**config.mk**
```make
export PLATFORM = sky130hd
export DESIGN_NAME = atig_core
export DESIGN_NICKNAME = d
export VERILOG_FILES = /design/src/atig_core.v /design/src/atig_decode.v
export VERILOG_INCLUDE_DIRS = /design/src
export SDC_FILE = /design/constraint.sdc
export NUM_CORES = 1
export LEC_CHECK = 0
export ABC_AREA = 0
export BUFFER_PORTS_ARGS = -buffer_cell sky130_fd_sc_hd__buf_2
export CORE_ASPECT_RATIO = 0.6
export CORE_MARGIN = 2
export CORE_UTILIZATION = 40
export DETAILED_ROUTE_END_ITERATION = 8
export PLACE_DENSITY = 0.77
export RECOVER_POWER = 25
export SLEW_MARGIN = 40
export SYNTH_ARGS = -nofsm -noshare
export SYNTH_HDL_FRONTEND = slang
export SYNTH_SLANG_ARGS = --single-unit
```
**constraint.sdc**
```tcl
create_clock -name CORE_CLK_IN -period 3.5 [get_ports CORE_CLK_IN]
set_input_delay 0.7 -clock CORE_CLK_IN [delete_from_list [all_inputs] [get_ports CORE_CLK_IN]]
set_output_delay 0.7 -clock CORE_CLK_IN [all_outputs]
set_load 0.03 [all_outputs]
```
**src/atig_defs.vh**
```
// Constants for the accumulator transfer instruction group
`ifndef ATIG_DEFS_VH
`define ATIG_DEFS_VH

// Instruction word width
`define ATIG_IW          10
// Opcodes of the transfer group
`define ATIG_OP_PSC      10'h275
`define ATIG_OP_PTR      10'h051
`define ATIG_OP_IC1      10'h253
`define ATIG_OP_IC2      10'h254
`define ATIG_OP_WK0      10'h256

// Decoded operation codes
`define ATIG_SEL_NONE    3'h0
`define ATIG_SEL_PSC     3'h1
`define ATIG_SEL_PTR     3'h2
`define ATIG_SEL_IC1     3'h3
`define ATIG_SEL_IC2     3'h4
`define ATIG_SEL_WK0     3'h5

// APB register byte offsets
`define ATIG_REG_CTRL    12'h000
`define ATIG_REG_REGS    12'h004
`define ATIG_REG_STAT    12'h008

// Control field positions and reset values
`define ATIG_CTRL_EN     0
`define ATIG_CTRL_RST    1'b1

// Execution counter width
`define ATIG_CNT_W       8

`endif

```
**src/atig_core.v**
```verilog
// Transfer group execution unit with APB control and status
//
// The register offsets and the APB slave port were chosen for this implementation.
`include "atig_defs.vh"

// Functional notes
// - Prescaler high nibble to B, low to A
// - Opcode 0001010001 copies pointer extension to A[2:0]
// - Pointer extension transfer clears A bit 3
// - Copy first interrupt control into A, unchanged
// - Opcode 1001010100 copies second interrupt control
// - Copy first wakeup control register into A
module atig_core #(
  parameter CNT_W = `ATIG_CNT_W           // Execution counter width
) (
  input  wire                CORE_CLK_IN,          // Core clock, 200 MHz
  input  wire                SYS_RST_IN,           // Async reset, active high
  input  wire [`ATIG_IW-1:0] INSTR_IN,             // Fetched instruction
  input  wire                INSTR_VALID_IN,       // Instruction cycle strobe
  input  wire                CARRY_IN,             // Carry flag from the core
  input  wire [7:0]          PRESCALER_COUNT_IN,   // Prescaler count
  input  wire [2:0]          POINTER_EXT_REG_IN,   // Pointer extension register
  input  wire [3:0]          INT_CTRL_ONE_IN,      // First interrupt control
  input  wire [3:0]          INT_CTRL_TWO_IN,      // Second interrupt control
  input  wire [3:0]          WAKE_CTRL_ZERO_IN,    // First wakeup control
  input  wire                PSEL_IN,              // APB select
  input  wire                PENABLE_IN,           // APB enable
  input  wire                PWRITE_IN,            // APB direction
  input  wire [11:0]         PADDR_IN,             // APB byte address
  input  wire [31:0]         PWDATA_IN,            // APB write data
  output wire [31:0]         PRDATA_OUT,           // APB read data
  output wire                PREADY_OUT,           // APB ready
  output wire                PSLVERR_OUT,          // APB error
  output wire [3:0]          ACC_OUT,              // Accumulator A
  output wire [3:0]          REG_B_OUT,            // Auxiliary register B
  output wire                CARRY_OUT,            // Carry flag after the cycle
  output wire                SKIP_OUT,             // Skip request for next word
  output wire                DONE_OUT              // Transfer executed pulse
);

  wire [2:0]       sel;          // Decoded source select
  reg  [3:0]       acc_q;        // Accumulator
  reg  [3:0]       acc_d;        // Next accumulator
  reg  [3:0]       b_q;          // Register B
  reg  [3:0]       b_d;          // Next register B
  reg              carry_q;      // Carry passed through
  reg              skip_q;       // Skip request
  reg              done_q;       // Executed pulse
  reg  [2:0]       last_q;       // Last executed source
  reg  [CNT_W-1:0] cnt_q;        // Executed transfer count
  reg              en_q;         // Decode enable
  reg  [31:0]      prdata_q;     // Read data holder
  reg              pready_q;     // Ready holder
  reg              pslverr_q;    // Error holder
  wire             exec;         // A transfer executes this cycle
  wire             mapped;       // Address hits a register

  // Opcode decoder
  atig_decode u_dec (
    .opcode_in (INSTR_IN),
    .sel_out   (sel)
  );

  // Execute qualifier
  // A transfer runs only in a valid instruction cycle
  // Decode enable must be set, else the word is ignored
  // Opcodes outside the group leave A, B, the count and the last source alone
  // Back to back transfers are allowed every cycle
  assign exec = INSTR_VALID_IN & en_q & (sel != `ATIG_SEL_NONE);

  // Source selection for the accumulator and B
  always @* begin
    acc_d = acc_q;
    b_d   = b_q;
    if (exec) begin
      case (sel)
        `ATIG_SEL_PSC: begin
          b_d   = PRESCALER_COUNT_IN[7:4];
          acc_d = PRESCALER_COUNT_IN[3:0];
        end
        `ATIG_SEL_PTR: begin
          acc_d = {1'b0, POINTER_EXT_REG_IN};
        end
        `ATIG_SEL_IC1: begin
          acc_d = INT_CTRL_ONE_IN;
        end
        `ATIG_SEL_IC2: begin
          acc_d = INT_CTRL_TWO_IN;
        end
        `ATIG_SEL_WK0: begin
          acc_d = WAKE_CTRL_ZERO_IN;
        end
        default: begin
          acc_d = acc_q;                            // Hold
        end
      endcase
    end
  end

  // Datapath registers, one instruction cycle per transfer
  // Sources are sampled at the execute edge itself
  // Results show one cycle after the word is presented
  // Done is a single-cycle pulse per executed transfer
  // Carry is passed through untouched, one stage late
  // Skip stays low: no transfer skips the next word
  // Counter wraps silently at its width
  always @(posedge CORE_CLK_IN or posedge SYS_RST_IN) begin
    if (SYS_RST_IN) begin
      acc_q   <= 4'h0;
      b_q     <= 4'h0;
      carry_q <= 1'b0;
      skip_q  <= 1'b0;
      done_q  <= 1'b0;
      last_q  <= `ATIG_SEL_NONE;
      cnt_q   <= {CNT_W{1'b0}};
    end else begin
      acc_q   <= acc_d;
      b_q     <= b_d;
      carry_q <= CARRY_IN;
      skip_q  <= 1'b0;
      done_q  <= exec;
      if (exec) begin
        last_q <= sel;
        cnt_q  <= cnt_q + {{(CNT_W-1){1'b0}}, 1'b1};
      end
    end
  end

  assign mapped = (PADDR_IN == `ATIG_REG_CTRL) |
                  (PADDR_IN == `ATIG_REG_REGS) |
                  (PADDR_IN == `ATIG_REG_STAT);

  // Register map, one aligned word each
  // Control word: bit 0 is the decode enable
  // Control word resets to enabled
  // Register word: B in bits 7..4, A in bits 3..0
  // Register word is read only
  // Status word: transfer count above the last source
  // Status word is read only
  // Source codes: 0 none, 1 prescaler, 2 pointer
  // Source codes: 3 first int ctrl, 4 second int ctrl
  // Source code 5 is the first wakeup control
  // Unmapped addresses answer with an error
  // Unmapped reads return zero, writes are dropped

  // APB handshake
  // First access cycle is taken, ready follows a cycle on
  // Ready blocks a second take while it is high
  // Read data holds until the next access
  // Error and ready are single-cycle pulses

  // APB slave: one wait state, registered answer
  always @(posedge CORE_CLK_IN or posedge SYS_RST_IN) begin
    if (SYS_RST_IN) begin
      en_q      <= `ATIG_CTRL_RST;
      prdata_q  <= 32'h0000_0000;
      pready_q  <= 1'b0;
      pslverr_q <= 1'b0;
    end else begin
      pready_q  <= 1'b0;
      pslverr_q <= 1'b0;
      if (PSEL_IN & PENABLE_IN & ~pready_q) begin
        // Access phase, first cycle: answer
        pready_q  <= 1'b1;
        pslverr_q <= ~mapped;
        prdata_q  <= 32'h0000_0000;
        if (PWRITE_IN) begin
          if (PADDR_IN == `ATIG_REG_CTRL) begin
            en_q <= PWDATA_IN[`ATIG_CTRL_EN];
          end
        end else begin
          case (PADDR_IN)
            `ATIG_REG_CTRL: prdata_q <= {31'h0000_0000, en_q};
            `ATIG_REG_REGS: prdata_q <= {24'h00_0000, b_q, acc_q};
            `ATIG_REG_STAT: prdata_q <= {{(32-CNT_W-3){1'b0}}, cnt_q, last_q};
            default:        prdata_q <= 32'h0000_0000;
          endcase
        end
      end
    end
  end

  assign PRDATA_OUT  = prdata_q;
  assign PREADY_OUT  = pready_q;
  assign PSLVERR_OUT = pslverr_q;
  assign ACC_OUT     = acc_q;
  assign REG_B_OUT   = b_q;
  assign CARRY_OUT   = carry_q;
  assign SKIP_OUT    = skip_q;
  assign DONE_OUT    = done_q;

endmodule // atig_core

```
**src/atig_decode.v**
```verilog
// Opcode decoder for the accumulator transfer instruction group
`include "atig_defs.vh"

module atig_decode (
  input  wire [`ATIG_IW-1:0] opcode_in,  // Fetched instruction word
  output reg  [2:0]          sel_out     // Decoded transfer source
);

  // Map each opcode of the group onto its source select
  always @* begin
    case (opcode_in)
      `ATIG_OP_PSC: sel_out = `ATIG_SEL_PSC;   // Prescaler pair
      `ATIG_OP_PTR: sel_out = `ATIG_SEL_PTR;
      `ATIG_OP_IC1: sel_out = `ATIG_SEL_IC1;   // First interrupt control
      `ATIG_OP_IC2: sel_out = `ATIG_SEL_IC2;
      `ATIG_OP_WK0: sel_out = `ATIG_SEL_WK0;   // First wakeup control
      default:      sel_out = `ATIG_SEL_NONE;  // Not in this group
    endcase
  end

endmodule // atig_decode

```
==> run_results.csv, run 1 <==
group,metric,value,unit
logic_synthesis,synth_cells,186,
pwr,power_leakage,1.241,nW
pwr,p_comb_share,12.1,%
critical_path,end_kind,"flop",
timing,skew,4.388,ps
clock_network,postCtsSetupRepairBufs,0,
finish,finalNetCount,354,
global_route,grt.total_usage,17.51,%
timing,max_freq,323.6,MHz
drt,vias,1600,
global_route,grt_overflow,0,
drt,wl_per_cell,13.47,um
timing,slew_viol_final,36,
pwr,seqPwrFrac,51.0,%
logic_synthesis,synth_fa_ha_area_share,1.289,%
timing,rsz0062_at_grt,"no",
finish,final_area,2410,um^2
finish,multiInputGateArea,932.1,um^2
place,dpl.hpwl,3378,um
logic_synthesis,synth_compound_area_share,13.54,%
critical_path,crit_chain,"buf_2 > nor4b_4 > nand3_1 > nor4b_4 > inv_1 > ha_1 > nor2_1 > a31oi_4 > nor2_4 > nand4_1 > mux2_2",
global_route,grt_max_degree,36,
drt,drc,0,
global_route,grt_pass1_wl,7334,um
drt,drtAntennaViolNets,0,
timing,min_period,3090,ps
pwr,p_per_area,330.9,nW/um^2
timing,setup_viol_count_final,0,
clock_network,cts_buffers,5,
clock_network,root_buffer,"clkbuf_8",
drt,drt-pass1-iter-count,4,
place,placed_area,2326,um^2
logic_synthesis,synth_cell_types,39,
die,rows,19,
logic_synthesis,ys_ff_latch,35,
drt,vias_per_cell,4.834,
pwr,p_sw,0.2057,mW
clock_network,max-clock-path-buffers,2,
critical_path,critPathSlowestCell,"mux2_2",
logic_synthesis,avgSynthCellArea,10.43,um^2
logic_synthesis,synth_top_family_by_area,"simple AND/OR/NAND/NOR gates",
logic_synthesis,yosys_warnings,0,
clock_network,h-tree-depth,2,
die,fp.dieArea,5443,um^2
timing,hold_violations,0,
clock_network,clock_latency,280,ps
clock_network,hold_buffers,0,
timing,worst_pin_slew,1815,ps
pwr,power.switching_fraction,25.80,%
critical_path,crit_family,"simple AND/OR/NAND/NOR gates",
status,status,"finished with violations",
place,place_congestion,0.7668,
worst_hold_path,min_path_type,"reg -> reg",
finish,syn_to_final_growth,24.18,%
critical_path,required,3670,ps
pwr,p_clk_share,36.8,%
finish,drive_above_1_share,40.30,%
logic_synthesis,synth_xor_area_share,4.062,%
pwr,ir_worst_vdd,0.2075,mV
critical_path,critical_path_arrival,3260,ps
logic_synthesis,synthArstFlopShare,100.0,%
flow_run,cap_violations,1,
logic_synthesis,syn_area,1941,um^2
finish,fill_cells,455,
timing,timing.slew.headroom,-21.03,%
clock_network,cts.sinks,35,
finish,antennaDiodeCount,0,
die,ioPinCount,129,
drt,first_iter_violations,62,
finish,seq_area,877.1,um^2
critical_path,cp_num_buf_inv,2,
timing,setup_tns,0,ps
drt,drt-total-wl,4460,um
critical_path,regToRegSetupSlack,1990,ps
die,initial_core_util,42.08,%
logic_synthesis,synth_edf_count,0,
clock_network,clkTransAtPathRegs,70,ps
clock_network,cts_resized,0,
logic_synthesis,synth_seq_area_share,45.20,%
critical_path,critPathLaunchType,"primary input",
die,dieWidth,93.92,um
die,die_y,57.96,um
critical_path,cp_max_fo,7,
logic_synthesis,synthFlopType,"dfrtp_1",
global_route,antenna_found_initial,0,
critical_path,path_common_cell,"nor4b_4",
logic_synthesis,synthSimpleGateAreaFrac,17.02,%
critical_path,max_stage_delay,370,ps
clock_network,cts_tree,"done",
global_route,grt_pass1_vias,1541,
die,coreArea,4612,um^2
place,port_buffers,75,
logic_synthesis,synth_mux_area_share,7.866,%
critical_path,critical_path_class,"in -> reg",
status,violations,"capacitance limit, slew limit",
pwr,p_int,0.5917,mW
timing,fin_crit_sh,88.30,%
-- per-layer routing --
layer	global-route usage (%)	up-vias	routed length (um)
met5	0	-	0
met4	5.176	0	42
met3	4.681	6	383
met2	26.84	65	1943
met1	24.67	752	2091
li1	-	777	-
-- layout make-up --
type | count | share of cell area (%)
Timing Repair Buffer | 81 | 17.29
Inverter | 4 | 0.7269
Multi-Input combinational cell | 141 | 38.68
Clock inverter | 1 | 0.2077
Clock buffer | 6 | 3.427
Tap cell | 63 | 3.271
Sequential cell | 35 | 36.40
-- kinds of logic after synthesis --
kind of cell	Yosys count
other	1
xor gates and xnor gates	9
and+or+nand+nor	55
AOI/OAI and AO/OA	39
muxes	14
DFF	35
buffers and inverters	31
adders and majority gates	2
-- synthesized netlist by cell type, drive strengths merged (3+ instances only) --
master	instances	share of area [%]
xnor2	7	3.2
mux2i	4	2.1
nand4	6	1.9
a21oi	3	0.77
nor2	6	1.5
nand2	24	4.6
o21ai	24	6.2
inv	4	0.90
mux2	10	5.8
nand3	3	0.77
a22oi	8	3.1
dfrtp	34	44
clkbuf	4	0.84
buf	23	9.1
-- sequential cells by signal (all words and copies together), names as in the netlist --
| name | count |
|---|---|
| PRDATA_OUT | 11 |
| en_q | 1 |
| PSLVERR_OUT | 1 |
| CARRY_OUT | 1 |
| last_q | 3 |
| ACC_OUT | 4 |
| cnt_q | 8 |
| PREADY_OUT | 1 |
| REG_B_OUT | 4 |
| DONE_OUT | 1 |
-- worst reg2reg max path: cells and delay by family, from the launching register on --
family	cells	cell delay (ps)
compound gates	2	490
flops	1	380
simple gates	2	550
-- cell usage in the layout (no fill, tap or decap), drive strengths merged, types with 3 or more instances in the layout --
cell	synthesis	routed
xnor2	7	7
a21oi	3	3
conb	1	22
nand3	3	3
nand4	6	6
nor2	6	6
buf	23	80
mux2	10	10
dfrtp	34	34
o21ai	24	24
nand2	24	24
clkbuf	4	7
inv	4	4
mux2i	4	4
a22oi	8	8
-- power groups by stage --
stage                     Clock (mW)  Sequential, mW  Combinational [mW]
after floorplan                    0           0.418              0.0720
after global placement             0           0.414              0.0959
after detailed placement           0           0.414              0.0974
after CTS                      0.295           0.407              0.0979
after global routing           0.318           0.407               0.105
final                          0.294           0.407              0.0968
-- through the flow --
stage | total power, mW | worst slack, ps | hold WS (ps) | instances | util (%)
4_1_cts | 0.8002 | 373.8 | 479.4 | 331 | 52.33
6_report | 0.7974 | 409.5 | 471.3 | 331 | 52.25
5_1_grt | 0.8300 | 111.1 | 504.1 | 331 | 52.25
2_1_floorplan | 0.4904 | 302.4 | 445.4 | 207 | -
3_3_place_gp | 0.5102 | 100.5 | 457.3 | 324 | 50.43
3_5_place_dp | 0.5119 | 74.88 | 465.3 | 324 | 50.43
-- worst paths after layout --
check,cells past startpoint,to,from
min in group asynchronous,3,PREADY_OUT,SYS_RST_IN
setup reg to reg,4,PRDATA_OUT[3],PREADY_OUT
max in group asynchronous,3,ACC_OUT[0],SYS_RST_IN
hold / removal,2,PRDATA_OUT[0],PRDATA_OUT[0]
setup / recovery,11,REG_B_OUT[2],INSTR_IN[8]
hold reg to reg,2,PRDATA_OUT[0],PRDATA_OUT[0]
(Power assumes the default switching activity.)
==> run 2, diff against run 1 <==
- PLACE_DENSITY: 0.77 -> 0.85
==> run_results.csv, run 2 (synthesized netlist as in run 1, its figures left out) <==
group,metric,value,unit
status,status,"finished with violations",
status,violations,"capacitance limit, slew limit",
timing,timing.slew.headroom,-26.55,%
finish,final_area,2415,um^2
finish,syn_to_final_growth,24.44,%
timing,min_period,3107,ps
timing,setup_viol_count_final,0,
die,fp.dieArea,5443,um^2
place,port_buffers,75,
critical_path,critical_path_class,"in -> reg",
critical_path,crit_chain,"buf_2 > nor4b_4 > nand3_1 > nor4b_4 > inv_1 > ha_1 > nor2_1 > a31oi_4 > nor2_4 > nand4_1 > mux2_2",
pwr,ir_worst_vdd,0.1955,mV
timing,max_freq,321.8,MHz
finish,utilization,52.36,%
drt,wl_per_cell,13.72,um
finish,drive_above_1_share,39.93,%
pwr,seqPwrFrac,49.4,%
global_route,use_met2,28.98,%
critical_path,end_kind,"flop",
global_route,grt_pass1_wl,7541,um
die,dieWidth,93.92,um
pwr,p_clk_share,38.8,%
clock_network,hold_buffers,0,
timing,slew_viol_final,36,
global_route,grt.total_usage,17.87,%
finish,finalNetCount,353,
critical_path,critPathSlowestCell,"mux2_2",
pwr,p_per_area,341.0,nW/um^2
place,dp.cells,323,
critical_path,critPathLaunchType,"primary input",
pwr,power.switching_fraction,25.08,%
pwr,p_int,0.6170,mW
drt,drc,0,
finish,fin_cells,331,
drt,drt-total-wl,4541,um
critical_path,crit_family,"simple AND/OR/NAND/NOR gates",
timing,fin_crit_sh,88.78,%
clock_network,max-clock-path-buffers,2,
timing,setup_tns,0,ps
timing,rsz0062_at_grt,"no",
place,placed_area,2318,um^2
timing,layout_setup_ws,392.8,ps
clock_network,h-tree-depth,2,
critical_path,path_common_cell,"nor4b_4",
global_route,grt_use_met3,6.112,%
finish,final_common_cell,"buf_2",
clock_network,clkTransAtPathRegs,70,ps
clock_network,cts_buffers,5,
pwr,p_sw,0.2066,mW
timing,whs,478.4,ps
drt,vias,1614,
timing,hold_violations,0,
clock_network,clock_latency,280,ps
critical_path,required,3670,ps
drt,drtAntennaViolNets,0,
finish,fill_cells,432,
clock_network,cts.sinks,35,
pwr,p_comb_share,11.8,%
finish,multiInputGateArea,932.1,um^2
finish,seq_area,877.1,um^2
drt,vias_per_cell,4.876,
finish,antennaDiodeCount,0,
timing,skew,2.983,ps
die,coreArea,4612,um^2
drt,first_iter_violations,98,
global_route,met1_usage,22.97,%
clock_network,postCtsSetupRepairBufs,0,
critical_path,cp_num_buf_inv,2,
place,place_congestion,0.8478,
global_route,antenna_found_initial,0,
finish,layout_common_cells,"buf_2, dfrtp_1, nand2_1",
place,dp_slack,34.19,ps
die,die_y,57.96,um
timing,worst_pin_slew,1898,ps
die,initial_core_util,42.08,%
global_route,grt_max_degree,36,
critical_path,cp_max_fo,7,
pwr,power_leakage,1.240,nW
global_route,grt_pass1_vias,1664,
global_route,grt-busiest-layer,"met2",
die,rows,19,
critical_path,critical_path_arrival,3280,ps
clock_network,cts_resized,0,
worst_hold_path,min_path_type,"reg -> reg",
critical_path,max_stage_delay,360,ps
pwr,total_power,0.8235,mW
place,dpl.hpwl,3519,um
flow_run,cap_violations,1,
drt,drt-pass1-iter-count,5,
finish,largest_reg_flops,11,
clock_network,root_buffer,"clkbuf_8",
clock_network,cts_tree,"done",
die,ioPinCount,129,
global_route,grt_overflow,0,
[run 2: changes by cell type in the layout (fill, tap and decap cells not counted)]
cell      before  now
clkbuf_8       6    7
clkinv_2       1    0
buf_4          5    4
clkbuf_1       1    2
[run 2: layout make-up]
class                      count  share of cell area, %
sequential                    35                  36.32
multi-input combinational    141                  38.60
tap                           63                  3.264
timing repair buffer          80                  16.94
inverter                       4                 0.7254
clock buffer                   8                  4.145
[run 2: path summary, 6_finish.rpt]
check / from / end / slack, ps / cells after the start
min in group asynchronous: SYS_RST_IN / PRDATA_OUT[0] / 1090 / 3
max: INSTR_IN[8] / REG_B_OUT[2] / 390 / 11
min: cnt_q[7] / cnt_q[7] / 480 / 1
max in group asynchronous: SYS_RST_IN / CARRY_OUT / 1320 / 3
max reg2reg: PREADY_OUT / PRDATA_OUT[5] / 2060 / 4
min reg2reg: cnt_q[7] / cnt_q[7] / 480 / 1
[run 2: power groups by stage]
| stage | Sequential [mW] | Combinational, mW | Clock [mW] |
|---|---|---|---|
| after floorplan | 0.418 | 0.0720 | 0 |
| after global placement | 0.414 | 0.0950 | 0 |
| after detailed placement | 0.414 | 0.0980 | 0 |
| after CTS | 0.407 | 0.0981 | 0.326 |
| after global routing | 0.407 | 0.106 | 0.345 |
| final | 0.407 | 0.0971 | 0.320 |
[run 2: metal layers]
| metal | share of wire (%) | vias up |
|---|---|---|
| li1 | - | 779 |
| met1 | 45 | 773 |
| met2 | 46 | 58 |
| met3 | 8.4 | 4 |
| met4 | 0.26 | 0 |
| met5 | 0 | - |
[run 2: worst reg2reg max path: stages, from the launching register on]
cell and delay, ps:
dfrtp_1 370, or2_2 420, nor2_1 120, o21ai_1 200, o21ai_0 240
